==> config.mk <==
export PLATFORM = sky130hd
export DESIGN_NAME = asfc_ctl
export DESIGN_NICKNAME = d
export VERILOG_FILES = /design/src/hw/asfc_ctl.v /design/src/hw/asfc_pulse_gen.v
export VERILOG_INCLUDE_DIRS = /design/src /design/src/hw
export SDC_FILE = /design/constraint.sdc
export NUM_CORES = 1
export LEC_CHECK = 0
export BUFFER_PORTS_ARGS = -buffer_cell sky130_fd_sc_hd__buf_2
export CORE_MARGIN = 2
export CORE_UTILIZATION = 39
export DETAILED_ROUTE_END_ITERATION = 8
export HOLD_SLACK_MARGIN = 0.15
export PLACE_DENSITY = 0.62
export SYNTH_ARGS = -nofsm -noshare
export SYNTH_HDL_FRONTEND = slang
export SYNTH_HIERARCHICAL = 1
export SYNTH_SLANG_ARGS = --single-unit
==> constraint.sdc <==
create_clock -name ref_clk -period 1.33 [get_ports ref_clk]
set_input_delay 0 -clock ref_clk [delete_from_list [all_inputs] [get_ports ref_clk]]
set_output_delay 0 -clock ref_clk [all_outputs]
set_load 0.05 [all_outputs]
==> src/hw/asfc_defines.vh <==
// asfc_defines.vh: constants for the special-function control block
// assumes: included by bare name from the design files
`ifndef ASFC_DEFINES_VH
`define ASFC_DEFINES_VH

// function field width
`define ASFC_FW 10
// routing group, low 7 bits 0x47, write-bus-disable 0x57
`define ASFC_ROUTE_LO 7'h47
`define ASFC_WBD_LO 7'h57
// scratch bus output and flag output groups
`define ASFC_SCRATCH_BUS_T 8'hdc
`define ASFC_SCRATCH_BUS_N 8'hd8
`define ASFC_FLAG_LOOP 8'hde
`define ASFC_FLAG_ALU 8'hdf
// multiply codes
`define ASFC_MUL_QP 10'h279
`define ASFC_MUL_SP 10'h27b
`define ASFC_MUL_QN 10'h269
`define ASFC_MUL_SN 10'h26b
// divide codes
`define ASFC_DIV_QP 10'h26c
`define ASFC_DIV_SP 10'h26e
`define ASFC_DIV_QN 10'h27c
`define ASFC_DIV_SN 10'h27e
`define ASFC_REM 10'h26a
`define ASFC_DDIV_P 10'h27f
`define ASFC_DDIV_N 10'h26f
// source and load selects
`define ASFC_SRC_READ_BUS 2'h0
`define ASFC_SRC_QOLD 2'h1
`define ASFC_SRC_SCRATCH_BUS 2'h2
`define ASFC_SRC_NSBUS 2'h3
`define ASFC_QL_HOLD 3'h0
`define ASFC_QL_MEMORY_SIDE_BUS 3'h1
`define ASFC_QL_XMBUS 3'h2
`define ASFC_QL_UPPER 3'h3
`define ASFC_QL_READ_BUS 3'h4
`define ASFC_QL_WSRC 3'h5
`define ASFC_QL_ZERO 3'h6
`define ASFC_QL_SHR 3'h7
// microcycle phases: two slice pulses fit one microcycle
`define ASFC_PHASES 2
`define ASFC_PH_W 1

`endif

==> src/hw/asfc_ctl.v <==
// asfc_ctl.v: special-function control for the arithmetic slices
// assumes: microsequencer drives function field and cyc_start each
// microcycle; slices act on slice_clock enable pulses
`timescale 1ns/1ns
`include "asfc_defines.vh"

module asfc_ctl #(
	parameter FW = `ASFC_FW
) (
	// clock and reset
	input wire ref_clk,
	input wire arst_n,
	// microsequencer side
	input wire cyc_start,
	input wire [FW-1:0] datapath_function_field,
	// datapath status
	input wire lower_bit0,
	input wire alu_carry,
	input wire alu_bit0,
	input wire alu_shift_bit,
	input wire alu_is_addsub,
	input wire alu_is_shift,
	// slice control
	output reg slice_clock,
	output reg double_pulse_enable,
	output reg special_active,
	output reg [1:0] write_src_sel,
	output reg upper_load,
	output reg upper_clear,
	output reg [2:0] lower_load_sel,
	output reg flag_drive,
	output reg write_bus_31,
	output reg write_bus_30,
	output reg mul_active,
	output reg mul_negative,
	output reg div_active,
	output reg div_negative,
	output reg remainder_assemble,
	output reg double_divide,
	output reg alu_subtract,
	output reg iteration_control_flag,
	// flags
	output reg carry_keep_flag,
	output reg shift_out_flag,
	output reg loop_flag
);

reg [1:0] next_src;
reg next_upload;
reg next_uclr;
reg [2:0] next_qsel;
reg next_flag_drv;
reg next_wb31;
reg next_wb30;
reg next_spec;
reg is_mul;
reg is_div;
reg is_quick;
reg is_neg;
reg is_rem;
reg is_ddiv;
reg is_aluf;
wire [FW-1:0] f;
wire pulse;

assign f = datapath_function_field;

////////////////////////////////////////////////////////////////////////
// slice clock generator, shared by control and all slices
asfc_pulse_gen #(
	.PHASES(`ASFC_PHASES)
) u_pulse (
	.ref_clk(ref_clk),
	.arst_n(arst_n),
	.cyc_start(cyc_start),
	.double_pulse_enable(double_pulse_enable),
	.slice_clock(pulse)
);

////////////////////////////////////////////////////////////////////////
// multiply and divide code decode
always @* begin
	is_mul = 1'b0;
	is_div = 1'b0;
	is_quick = 1'b0;
	is_neg = 1'b0;
	is_rem = 1'b0;
	is_ddiv = 1'b0;
	case (f)
	`ASFC_MUL_QP: begin
		is_mul = 1'b1;
		is_quick = 1'b1;
	end
	`ASFC_MUL_SP: is_mul = 1'b1;
	`ASFC_MUL_QN: begin
		is_mul = 1'b1;
		is_quick = 1'b1;
		is_neg = 1'b1;
	end
	`ASFC_MUL_SN: begin
		is_mul = 1'b1;
		is_neg = 1'b1;
	end
	`ASFC_DIV_QP: begin
		is_div = 1'b1;
		is_quick = 1'b1;
	end
	`ASFC_DIV_SP: is_div = 1'b1;
	`ASFC_DIV_QN: begin
		is_div = 1'b1;
		is_quick = 1'b1;
		is_neg = 1'b1;
	end
	`ASFC_DIV_SN: begin
		is_div = 1'b1;
		is_neg = 1'b1;
	end
	`ASFC_REM: begin
		is_div = 1'b1;
		is_rem = 1'b1;
	end
	`ASFC_DDIV_P: begin
		is_div = 1'b1;
		is_ddiv = 1'b1;
	end
	`ASFC_DDIV_N: begin
		is_div = 1'b1;
		is_ddiv = 1'b1;
		is_neg = 1'b1;
	end
	default: is_neg = 1'b0;
	endcase
end

////////////////////////////////////////////////////////////////////////
// routing, scratch and flag output decode
always @* begin
	next_src = `ASFC_SRC_READ_BUS;
	next_upload = 1'b0;
	next_uclr = 1'b0;
	next_qsel = `ASFC_QL_HOLD;
	next_flag_drv = 1'b0;
	next_wb31 = 1'b0;
	next_wb30 = 1'b0;
	next_spec = is_mul | is_div;
	is_aluf = 1'b0;
	if (f[6:0] == `ASFC_ROUTE_LO || f[6:0] == `ASFC_WBD_LO) begin
		next_spec = 1'b1;
		next_upload = f[4];
		case ({f[9:8], f[7]})
		3'h0: next_qsel = `ASFC_QL_MEMORY_SIDE_BUS;
		3'h1: begin
			next_src = `ASFC_SRC_QOLD;
			next_qsel = `ASFC_QL_MEMORY_SIDE_BUS;
		end
		3'h2: next_qsel = `ASFC_QL_XMBUS;
		3'h3: begin
			next_src = `ASFC_SRC_SCRATCH_BUS;
			next_qsel = `ASFC_QL_XMBUS;
		end
		3'h4: next_qsel = `ASFC_QL_UPPER;
		3'h5: begin
			next_src = `ASFC_SRC_QOLD;
			next_qsel = `ASFC_QL_UPPER;
		end
		3'h6: begin
			next_src = `ASFC_SRC_SCRATCH_BUS;
			next_qsel = `ASFC_QL_UPPER;
		end
		default: begin
			next_src = `ASFC_SRC_SCRATCH_BUS;
			next_qsel = `ASFC_QL_READ_BUS;
		end
		endcase
	end else if (f[9:2] == `ASFC_SCRATCH_BUS_T || f[9:2] == `ASFC_SCRATCH_BUS_N) begin
		next_spec = 1'b1;
		// true or inverted scratch bus
		next_src = f[4] ? `ASFC_SRC_SCRATCH_BUS : `ASFC_SRC_NSBUS;
		next_qsel = f[0] ? `ASFC_QL_WSRC : `ASFC_QL_HOLD;
		next_upload = f[1];
	end else if (f[9:2] == `ASFC_FLAG_LOOP) begin
		next_spec = 1'b1;
		next_flag_drv = 1'b1;
		next_wb30 = loop_flag;
		// showing the loop flag leaves it intact
		is_aluf = 1'b1;
		next_qsel = f[0] ? `ASFC_QL_ZERO : `ASFC_QL_HOLD;
		next_uclr = f[1];
	end else if (f[9:2] == `ASFC_FLAG_ALU) begin
		next_spec = 1'b1;
		is_aluf = 1'b1;
		next_flag_drv = 1'b1;
		next_wb31 = shift_out_flag;
		next_wb30 = carry_keep_flag;
		next_src = `ASFC_SRC_SCRATCH_BUS;
		next_qsel = f[0] ? `ASFC_QL_WSRC : `ASFC_QL_HOLD;
		next_upload = f[1];
	end
	// setup cycle of multiply
	if (is_mul && !loop_flag) begin
		next_qsel = `ASFC_QL_SHR;
		next_uclr = 1'b1;
	end
end

////////////////////////////////////////////////////////////////////////
// registered control outputs, reloaded on every rising ref_clk edge
always @(posedge ref_clk or negedge arst_n) begin
	if (!arst_n) begin
		slice_clock <= 1'b0;
		double_pulse_enable <= 1'b0;
		special_active <= 1'b0;
		write_src_sel <= `ASFC_SRC_READ_BUS;
		upper_load <= 1'b0;
		upper_clear <= 1'b0;
		lower_load_sel <= `ASFC_QL_HOLD;
		flag_drive <= 1'b0;
		write_bus_31 <= 1'b0;
		write_bus_30 <= 1'b0;
		mul_active <= 1'b0;
		mul_negative <= 1'b0;
		div_active <= 1'b0;
		div_negative <= 1'b0;
		remainder_assemble <= 1'b0;
		double_divide <= 1'b0;
		alu_subtract <= 1'b0;
	end else begin
		slice_clock <= pulse;
		double_pulse_enable <= is_quick;
		special_active <= next_spec;
		write_src_sel <= next_src;
		upper_load <= next_upload;
		upper_clear <= next_uclr;
		lower_load_sel <= next_qsel;
		flag_drive <= next_flag_drv;
		// iteration flag has no write bus path
		write_bus_31 <= next_wb31;
		write_bus_30 <= next_wb30;
		mul_active <= is_mul;
		mul_negative <= is_mul & is_neg;
		div_active <= is_div;
		div_negative <= is_div & is_neg;
		remainder_assemble <= is_rem;
		double_divide <= is_ddiv;
		// flag picks add or subtract on divide
		alu_subtract <= is_div & ~iteration_control_flag;
	end
end

////////////////////////////////////////////////////////////////////////
// flags update on each slice clock pulse
always @(posedge ref_clk or negedge arst_n) begin
	if (!arst_n) begin
		iteration_control_flag <= 1'b0;
		carry_keep_flag <= 1'b0;
		shift_out_flag <= 1'b0;
		loop_flag <= 1'b0;
	end else if (pulse) begin
		if (is_mul) begin
			loop_flag <= 1'b1;
			iteration_control_flag <= lower_bit0;
			if (!loop_flag)
				carry_keep_flag <= 1'b0;
			else begin
				carry_keep_flag <= alu_bit0;
				shift_out_flag <= alu_bit0;
			end
		end else if (is_div) begin
			loop_flag <= 1'b1;
			if (!is_rem && !is_ddiv) begin
				iteration_control_flag <= alu_carry ^ is_neg;
				shift_out_flag <= alu_shift_bit;
			end
		end else begin
			if (!is_aluf)
				loop_flag <= 1'b0;
			if (!next_spec && alu_is_addsub)
				carry_keep_flag <= alu_carry;
			if (!next_spec && alu_is_shift)
				shift_out_flag <= alu_shift_bit;
		end
	end
end

endmodule

==> src/hw/asfc_pulse_gen.v <==
// asfc_pulse_gen.v: slice clock enable generator
// assumes: ref_clk is the base clock, cyc_start marks each microcycle
`timescale 1ns/1ns
`include "asfc_defines.vh"

module asfc_pulse_gen #(
	parameter PHASES = `ASFC_PHASES
) (
	// clock and reset
	input wire ref_clk,
	input wire arst_n,
	// control
	input wire cyc_start,
	input wire double_pulse_enable,
	// output
	output reg slice_clock
);

reg [`ASFC_PH_W-1:0] phase;

////////////////////////////////////////////////////////////////////////
// phase count within a microcycle
always @(posedge ref_clk or negedge arst_n) begin
	if (!arst_n)
		phase <= {`ASFC_PH_W{1'b0}};
	else if (cyc_start)
		phase <= {`ASFC_PH_W{1'b0}};
	else if (phase != PHASES[`ASFC_PH_W-1:0] - 1'b1)
		phase <= phase + 1'b1;
end

// one pulse per cycle, second pulse when doubled
always @(posedge ref_clk or negedge arst_n) begin
	if (!arst_n)
		slice_clock <= 1'b0;
	else
		slice_clock <= cyc_start |
			(double_pulse_enable &&
			phase == {`ASFC_PH_W{1'b0}} && !cyc_start);
end

endmodule

Yosys cells after proc, flatten, opt, wreduce, memory -nomap -nowiden:

Cells that the tools add are included.

* add/sub/neg operators: 1
* multiply operators: 0
* divide/modulo/power cells: 0
* order comparisons: 0
* eq/ne operators: 27
* shift-type cells: 0
* mux-type cells: 61
* bitwise logic cells: 8
* reductions and logical operators: 32

Operators with widths (number)
* 10-bit equality test (second input constant): 11
* 1-bit 2-to-1 mux: 48
* 8-bit equality test (second input constant): 4
* 3-bit 2-to-1 mux: 7
* 7-bit equality test (second input constant): 2
* 3-bit equality test (second input constant): 3
* 3-bit one-hot mux with 3 select lines: 1
* 2-bit 2-to-1 mux: 4
* 2-bit OR reduction: 4
* 4-bit OR reduction: 2
* 7-bit OR reduction: 1
* 3-bit by 2-bit equality test with 1-bit output (second input constant): 2
* 1-bit logical AND: 6
* 3-bit AND reduction: 2
* 2-bit nonzero test: 3
* 3-bit OR reduction: 2
* 1-bit zero test: 5
* 5-bit OR reduction: 1
* 2-bit inequality test (second input constant): 2
* 2-bit one-hot mux with 2 select lines: 1
* 4-bit AND reduction: 1
* 1-bit bitwise AND: 3
* 3-bit by 1-bit equality test with 1-bit output (second input constant): 1
* 3-bit zero test: 1
* 9 further kinds: 12

* flip-flop bits (word level): 26
* latch bits: 0
* memory bits (writable): 0
* memory bits (read-only): 0
* bits of input ports: 19
* output and inout port bits: 24
* word-level logic and storage cells: 152
* memories kept: 0

Longest topological paths before layout:

Gate-level depths: netlist (run 1).

* depth in word-level cells: 13
* gate-level depth with buffers: 7
* mapped depth without buffers: 7

Modules after synthesis:

Netlist (run 1), hierarchy kept.

By module, submodules not included
* asfc_ctl: times used 1, cells each 121, area an instance 1206.2 um^2, sequential area each 600.6 um^2
* asfc_pulse_gen: times used 1, cells each 5, area an instance 66.3 um^2, sequential area each 50.0 um^2

Least setup slack after synthesis (run 1):

Ideal clock, no wire load.

* kind: register to register
* start point: register loop_flag
* end point: register shift_out_flag
* library setup time: 0.125 ns
* arrival: 1.393 ns
* required time: 1.205 ns
* slack: -0.188 ns
* cell stages (with the launch flop): 5
* buffers on the path: 0
* period minus slack after synthesis: 1.518 ns
* cells stage by stage: dfrtp_1 -> o21ai_0 -> a21oi_1 -> o221ai_2 -> mux2_4

* cells in the longest elaborated chain, start to end: 2

Ends and longest elaborated chain
* start: declaration: line asfc_ctl.v:45 `output reg loop_flag`
* start signal: assignment: line asfc_ctl.v:257 `loop_flag <= 1'b0;`
* start signal: assignment: line asfc_ctl.v:260 `loop_flag <= 1'b1;`
* start signal: assignment: line asfc_ctl.v:269 `loop_flag <= 1'b1;`
* 2-bit inequality test (no source line)
* 4-bit AND reduction (no source line)
* end signal: assignment: line asfc_ctl.v:266 `shift_out_flag <= alu_bit0;`
* end signal: assignment: line asfc_ctl.v:272 `shift_out_flag <= alu_shift_bit;`
* end signal: assignment: line asfc_ctl.v:280 `shift_out_flag <= alu_shift_bit;`
* end: declaration: line asfc_ctl.v:44 `output reg shift_out_flag,`

No other way between the ends.
A chain may end at the register's enable or synchronous reset.

Worst setup path after layout (run 1):

* start point: input port datapath_function_field[4]
* end point: register mul_negative

* cells in the longest elaborated chain, start to end: 4
* elaborated cells between the ends (all ways): 12
* those cells by class: eq/ne: 7; mux: 2; bitwise: 1; reduce/logical: 2

Ends and longest elaborated chain
* start: declaration: line asfc_ctl.v:15 `input wire [FW-1:0] datapath_function_field,`
* 10-bit equality test: line asfc_ctl.v:89 `case (f)`
* 5-bit OR reduction (no source line) / 4-bit OR reduction (equally long branches)
* 1-bit 2-to-1 mux: line asfc_ctl.v:89
* 1-bit bitwise AND (*): line asfc_ctl.v:240 `mul_negative <= is_mul & is_neg;`
* end signal: assignment: line asfc_ctl.v:240
* end: declaration: line asfc_ctl.v:35 `output reg mul_negative,`

Every way passes the cells marked *; elsewhere a longest branch is shown, timed or not.

==> results.yml, run 1 <==
run_status:
  outcome: "finished clean"
min_path:
  hold_path.class: "input pin to register"
synthesis:
  syn-mean-instance-area_um2: 10.1
  yosys_most_used_dff: "dfrtp_1"
  ys_ff_latch: 26
  yosysUniqueCellTypes: 40
  ys_async_sr_fraction_pct: 100
  yosysSeqAreaShare_pct: 51.1
  synth_edf_count: 0
  syn_inst: 126
  synth_area_um2: 1270
  syn-num-nets: 145
  yosysWarnings: 6
worst_setup_path:
  max_stage_delay_ps: 570
  path_max_fanout: 8
  cp.required_ps: 1550
  end_kind: "register"
  worst_path_most_repeated_cell: "dlygate4sd3_1"
  crit_type: "input pin to register"
  cp.arrival_ps: 1500
  startpoint_type: "input pin"
  crit_chain: "buf_2, buf_4, dlygate4sd3_1, nor2_1, dlygate4sd3_1"
  crit_path_top_delay_cell: "dlygate4sd3_1"
finish:
  finish.utilization_pct: 64.6
  largest_reg_flops: 3
  top_register: "lower_load_sel"
  fillers: 261
  ff_latch_area_um2: 652
  multi_input_area_um2: 574
  drive_gt1_share_pct: 39.7
  stdcell_count: 258
  top_regs: "lower_load_sel: 3 flops, write_src_sel: 2 flops"
  nNetsFinal: 234
  syn2layout_area_growth_pct: 56.2
  num_antenna_cells: 0
grt:
  grt-ovfl-total: 0
  grt_pass1_wl_um: 5720
  globalRouteTotalUtil_pct: 20.6
  grt_pass1_vias: 1240
  grt_max_degree: 27
  antenna_found_initial: 0
sta:
  timing.final.max_slew_violations: 0
  grt_setup_unrepaired: "false"
  setup_viol: 0
  fin_crit_sh_pct: 96.1
  setup_ws_ps: 52.3
  slew_headroom_pct: 60.9
  fin_skew_ps: 2.69
  worst_pin_slew_ps: 587
  period_minus_slack_ps: 1280
  hold_violations: 0
  finalSetupTns_ps: 0
  max_freq_mhz: 783
die:
  dieHeight_um: 61.1
  coreArea_um2: 3080
  die_area_um2: 3740
  io_pins: 43
  std_cell_rows: 20
  initial_core_util_pct: 41.3
  die_width_um: 61.1
detailed_routing:
  wl_per_cell_um: 13.5
  drc: 0
  drtPass1Iterations: 4
  ant_nets: 0
  vias: 1254
  drtIter0Drc: 24
  drt-total-wl_um: 3480
  post_drt_via_cell_ratio: 4.86
clock_network:
  postCtsSetupBuffers: 0
  ctsRootBufferMaster: "clkbuf_4"
  cts_buffers: 3
  clk-insertion-delay-late_ps: 320
  h-tree-depth: 1
  clockBufferDepth: 2
  path_clk_slew_ps: 140
  cts_sinks: 26
  cts_tree: "yes"
power_and_ir_drop:
  cellPowerDensity_nw_per_um2: 867
  leakage_nw: 1.01
  vdd_drop_max_mv: 0.603
place:
  dp.final_hpwl_um: 2410
  gp_congestion: 0.852
  dp_slack_ps: -104
  port_buffers: 42
  placed_cells: 231
run:
  maxCapViolCount: 0
==> Yosys cell counts (all sizes together) (2+ instances only) <==
cell type	instances	area share [%]
clkbuf	4	1.2
mux2	4	3.8
o211ai	3	1.8
a22o	2	1.5
dfrtp	26	51
nand3	8	3.1
buf	3	1.7
nand2	15	4.4
nand4	2	0.98
nor2b	4	2.0
o21ai	8	3.4
a21oi	3	1.2
nor4b	2	1.9
inv	4	1.2
nand2b	7	3.4
nor3b	2	1.2
nor3	3	1.2
nor2	10	3.0
==> worst max-delay path, delay by kind of cell <==
kind                   cells  cell delay, ps
buffers and inverters      4            1430
AND/OR/NAND/NOR            1              50
==> layout by cell type (no fill, tap or decap), types with 2 or more instances in the layout <==
cell,Yosys,final
nand3_1,8,7
clkbuf_4,0,3
nor3b_1,2,2
nor3_1,3,3
o211ai_1,3,3
buf_4,0,26
mux2_2,2,2
dfrtp_1,26,25
nand4_1,2,2
nor2b_1,4,4
buf_2,2,42
o21ai_0,7,5
o21ai_1,0,2
nand2_1,15,15
a21oi_1,3,3
nand2b_1,7,7
inv_1,4,4
dlygate4sd3_1,0,23
nor2_1,10,9
==> power breakdown <==
part / total (mW) / internal [mW] / switching, mW
combinational: 0.359 / 0.158 / 0.201
clock: 0.538 / 0.305 / 0.233
sequential: 0.826 / 0.812 / 0.0139
==> layer usage <==
metal	global-route usage (%)	up-vias	share of wire [%]
met5	0	-	0
met4	4.66	0	1.0
met3	2.73	5	4.0
met2	37.8	41	51
met1	25.6	593	44
li1	-	615	-
==> area by class of cell <==
class / instances / share of cell area (%)
flip-flops and latches: 26 / 32.8
repair buffers: 91 / 32.0
multi-input cells: 88 / 28.9
well taps: 44 / 2.77
clock inverters: 1 / 1.51
clock buffers: 3 / 1.13
inverters: 5 / 0.944
==> cells by family (layout without fill, tap and decap cells) <==
group                  count (synthesis)  after routing  share of synthesized area (%)
AND/OR/NAND/NOR                       59             59                           24.5
flip-flops                            26             26                           51.1
AO/OA/AOI/OAI                         23             23                           14.7
buffers and inverters                 12            100                           4.33
multiplexers                           5              5                           4.62
XOR/XNOR                               1              1                          0.688
==> worst paths after layout <==
check,cells past startpoint,from,slack [ps],end
min in group asynchronous,2,arst_n,190,write_src_sel[1]
max in group asynchronous,2,arst_n,720,loop_flag
min reg2reg,1,u_pulse/phase,430,u_pulse/slice_clock
max reg2reg,4,loop_flag,70,shift_out_flag
max,5,datapath_function_field[4],50,mul_negative
min,4,datapath_function_field[0],160,div_active
==> through the flow <==
stage          instance area (µm²)  hold WS, ps  total power [mW]
6_report                      1990          158              1.72
5_1_grt                       1990          160              1.80
4_1_cts                       1980          151              1.74
3_5_place_dp                  1700         37.0              1.15
3_3_place_gp                  1700         24.4              1.14
2_1_floorplan                 1270         -296              1.01
==> timing repair <==
action,4_1_cts,5_1_grt
resized for setup,0,3
hold buffers,23,0
endpoints found under the setup margin,0,5
hold endpoints to repair,45,0
Power figures use the tool's default switching activity.
==> run 2: changes to the inputs <==
Clock period 1.33 ns to 1.5 ns, I/O delays scaled along.
==> run 2 against run 1 <==
Against the previous run:
- via count down 1.6%
- total power decreased by 12%
- utilization decreased by 1.3 points
- clock power down 9.5%
- die area is the same
- critical path type unchanged
- routed wire length down 5.2%
- count of clock-buffer cells in the layout unchanged
==> results.yml, run 2 (synthesis gave the netlist of run 1 again) <==
worst_setup_path:
  max_stage_delay_ps: 550
  timing.rr.end: "shift_out_flag"
  path_max_fanout: 9
  crit_path_top_delay_cell: "dlygate4sd3_1"
  crit_type: "input pin to register"
  cp.arrival_ps: 1590
  ff2ff_path_depth: 4
  crit_chain: "buf_2, dlygate4sd3_1, buf_4, nand3_1, o21ai_0, a21oi_1, o221ai_2, mux2_4"
  end_kind: "register"
  cp.required_ps: 1730
  rr_startpoint: "loop_flag"
  startpoint_type: "input pin"
  ff2ff_setup_slack_ps: 190
grt:
  grt_pass1_vias: 1265
  grt_pass1_wl_um: 5500
  grt-ovfl-total: 0
  globalRouteTotalUtil_pct: 19.8
  antenna_found_initial: 0
  grt_max_degree: 27
die:
  std_cell_rows: 20
  initial_core_util_pct: 41.3
  die_width_um: 61.1
  die_area_um2: 3740
  dieHeight_um: 61.1
  io_pins: 43
  coreArea_um2: 3080
clock_network:
  cts_tree: "yes"
  path_clk_slew_ps: 150
  clk-insertion-delay-late_ps: 330
  cts_buffers: 3
  postCtsSetupBuffers: 0
  h-tree-depth: 1
  ctsRootBufferMaster: "clkbuf_4"
  cts_sinks: 26
  clockBufferDepth: 2
sta:
  fin_crit_sh_pct: 90.5
  grt_setup_unrepaired: "false"
  period_minus_slack_ps: 1360
  slew_headroom_pct: 61.6
  hold_violations: 0
  whs_ps: 125
  finalSetupTns_ps: 0
  worst_pin_slew_ps: 575
  max_freq_mhz: 736
  timing.final.max_slew_violations: 0
  fin_skew_ps: 10.6
  setup_viol: 0
place:
  port_buffers: 42
  placed_cells: 220
  dp.final_hpwl_um: 2370
  gp_congestion: 0.864
  place_area_um2: 1620
power_and_ir_drop:
  leakage_nw: 0.981
  vdd_drop_max_mv: 0.387
  cellPowerDensity_nw_per_um2: 778
finish:
  syn2layout_area_growth_pct: 53.0
  stdcell_count: 250
  final_cell_mix: "buf_2, dlygate4sd3_1, dfrtp_1"
  top_register: "lower_load_sel"
  num_antenna_cells: 0
  largest_reg_flops: 3
  final_area_um2: 1950
  drive_gt1_share_pct: 35.9
  final_common_cell: "buf_2"
  top_regs: "lower_load_sel: 3 flops, write_src_sel: 2 flops"
  nNetsFinal: 226
detailed_routing:
  drtPass1Iterations: 4
  wl_per_cell_um: 13.2
  drc: 0
  drtIter0Drc: 22
  ant_nets: 0
  vias: 1234
  drt-total-wl_um: 3290
  post_drt_via_cell_ratio: 4.94
min_path:
  holdPathStages: 5
  hold_path.class: "input pin to register"
  min_from: "datapath_function_field[8]"
  whs_endpoint: "lower_load_sel[0]"
run_status:
  outcome: "finished clean"
run:
  maxCapViolCount: 0
run 2: worst max path at each step:
stage / from / end / slack [ps]
global placement: datapath_function_field[8] / iteration_control_flag / 60
global route: datapath_function_field[1] / shift_out_flag / 40
detailed placement: datapath_function_field[8] / iteration_control_flag / -2
floorplan: loop_flag / shift_out_flag / 130
finish: datapath_function_field[1] / shift_out_flag / 140
CTS: datapath_function_field[8] / shift_out_flag / 10
run 2: cell type report:
type / instances / area, µm²
clock buffer: 3 / 22.5
clock inverter: 1 / 30.0
multi-input combinational: 88 / 586
inverter: 5 / 18.8
sequential: 26 / 652
fill: 272 / 1130
tap: 44 / 55.1
timing repair buffer: 83 / 583
run 2: critical path, delay by kind of cell:
kind,cells,cell delay (ps)
simple gates,1,60
compound gates,3,380
mux,1,300
buf+inv,3,830
run 2: metal layers:
metal | vias to the layer above | GRT usage, % | wire length [µm]
met1 | 593 | 23.5 | 1410
met4 | 0 | 5.59 | 14
met3 | 2 | 2.52 | 123
met2 | 37 | 37.1 | 1750
met5 | - | 0 | 0
li1 | 602 | - | -
run 2: power by group:
group	total [mW]	internal [mW]	switching, mW
Clock	0.487	0.270	0.217
Combinational	0.294	0.123	0.171
Sequential	0.733	0.720	0.0126
run 2: stage by stage:
step | util [%] | total power, mW | setup slack (ps)
2_1_floorplan | - | 0.891 | 132
3_3_place_gp | 52.5 | 0.993 | 57.9
3_5_place_dp | 52.5 | 0.999 | -1.89
4_1_cts | 63.3 | 1.52 | 9.69
5_1_grt | 63.3 | 1.57 | 36.9
6_report | 63.3 | 1.51 | 142
run 2: what timing repair did:
action                                  CTS  global route
gates resized for setup                   0             3
hold endpoints to repair                 46             0
endpoints found under the setup margin    0             7
hold buffers                             28             0
==> run 3: changes to the inputs <==
Settings changed: CORE_ASPECT_RATIO from default to 2, PLACE_DENSITY 0.62 to default, PLACE_DENSITY_LB_ADDON from default to 0.08.
==> run 3 against run 2 <==
Against the previous run:
- fmax shrank 3.6%
- count of clock-buffer cells in the layout unchanged
- sequential share of layout area rose by 2.0 points
- sequential power is essentially flat
- worst setup slack got worse by 51 ps
- total power grew 5.1%
- non-clock buffer count decreased by 9
- combinational power fell by 3%
==> results.yml, run 3 (synthesis gave the netlist of run 1 again) <==
die:
  die_width_um: 44.4
  initial_core_util_pct: 40.3
  coreArea_um2: 3160
  die_area_um2: 3760
  dieHeight_um: 84.8
  io_pins: 43
  std_cell_rows: 29
grt:
  grt-ovfl-total: 0
  globalRouteTotalUtil_pct: 20.0
  grt_pass1_vias: 1257
  antenna_found_initial: 0
  grt_max_degree: 27
  grt_pass1_wl_um: 5650
worst_setup_path:
  cp_top_family: "buffers and inverters"
  crit_chain: "buf_2, dlygate4sd3_1, buf_6, nand3_1, o21ai_0, a21oi_1, o221ai_2, mux2_4"
  crit_path_top_delay_cell: "dlygate4sd3_1"
  cp.required_ps: 1660
  startpoint_type: "input pin"
  critical_path_buf_inv_count: 3
  cp.arrival_ps: 1570
  crit_type: "input pin to register"
  path_max_fanout: 9
  max_stage_delay_ps: 570
  end_kind: "register"
finish:
  drive_gt1_share_pct: 38.1
  top_register: "lower_load_sel"
  final_cell_mix: "buf_2, dfrtp_1, buf_4"
  top_regs: "lower_load_sel: 3 flops, write_src_sel: 2 flops"
  final_area_um2: 1840
  final_common_cell: "buf_2"
  multi_input_area_um2: 567
  syn2layout_area_growth_pct: 44.3
  stdcell_count: 228
  ff_latch_area_um2: 652
  largest_reg_flops: 3
  finish.utilization_pct: 58.2
  nNetsFinal: 217
  num_antenna_cells: 0
  fillers: 293
sta:
  setup_ws_ps: 91.6
  hold_violations: 0
  whs_ps: 154
  max_freq_mhz: 710
  grt_setup_unrepaired: "false"
  fin_skew_ps: 4.13
  fin_crit_sh_pct: 93.9
  setup_viol: 0
  timing.final.max_slew_violations: 0
  period_minus_slack_ps: 1410
  finalSetupTns_ps: 0
  slew_headroom_pct: 62.8
  worst_pin_slew_ps: 558
power_and_ir_drop:
  power_mw: 1.59
  vdd_drop_max_mv: 0.661
  cellPowerDensity_nw_per_um2: 866
  leakage_nw: 0.949
run:
  maxCapViolCount: 0
detailed_routing:
  vias: 1204
  post_drt_via_cell_ratio: 5.28
  wl_met1_um: 1160
  drt-total-wl_um: 3330
  top_layer: "met4"
  ant_nets: 0
  drc: 0
  met3WireLength_um: 110
  drtPass1Iterations: 3
  wl_per_cell_um: 14.6
  drtIter0Drc: 24
  route.met2.wl_um: 1960
clock_network:
  cts_tree: "yes"
  h-tree-depth: 1
  ctsRootBufferMaster: "clkbuf_8"
  clockBufferDepth: 2
  cts_buffers: 3
  postCtsSetupBuffers: 0
  cts_sinks: 26
  clk-insertion-delay-late_ps: 260
  path_clk_slew_ps: 90
place:
  dp.final_hpwl_um: 2430
  port_buffers: 42
  dp_slack_ps: -36.3
  placed_cells: 210
  gp_congestion: 0.829
  place_area_um2: 1620
min_path:
  hold_path.class: "input pin to register"
run_status:
  outcome: "finished clean"
## run 3: changes by cell type in the layout (fill, tap and decap cells not counted), moves of 2 or more
cell	previous run	this run
clkbuf_8	0	3
dlygate4sd3_1	26	14
clkbuf_4	3	0
buf_4	15	17
## run 3: per-layer routing
layer | GRT usage, % | up-vias
li1 | - | 584
met1 | 19.8 | 579
met2 | 38.5 | 33
met3 | 2.58 | 8
met4 | 8.26 | 0
met5 | 0 | -
## run 3: final timing paths
check,from,endpoint,slack (ps),cells past startpoint
max,datapath_function_field[1],shift_out_flag,90,8
min,datapath_function_field[1],div_negative,150,4
max reg2reg,u_pulse/slice_clock,carry_keep_flag,150,3
min reg2reg,u_pulse/phase,u_pulse/slice_clock,430,1
max in group asynchronous,arst_n,loop_flag,840,2
min in group asynchronous,arst_n,write_src_sel[0],260,2
## run 3: report_power, final
group          total [mW]  switching [mW]  internal [mW]
sequential          0.735          0.0155          0.720
clock               0.570           0.213          0.357
combinational       0.286           0.168          0.118
total                1.59           0.397           1.19
## run 3: layout make-up
type / count / area share (%)
clock buffers: 3 / 2.25
clock inverters: 1 / 1.63
inverters: 5 / 1.02
multi-input cells: 88 / 30.9
flip-flops and latches: 26 / 35.5
well taps: 31 / 2.11
repair buffers: 74 / 26.6
## run 3: repair_timing
| item | in CTS | in global routing |
|---|---|---|
| endpoints found under the setup margin | 0 | 1 |
| gates resized for setup | 0 | 1 |
| hold buffers | 14 | 0 |
| endpoints found under the hold margin | 40 | 0 |
## run 3: worst min-delay path, cell delays in order
cell,delay (ps)
buf_2,110
nand2_1,90
mux2_2,150
nor2_1,30
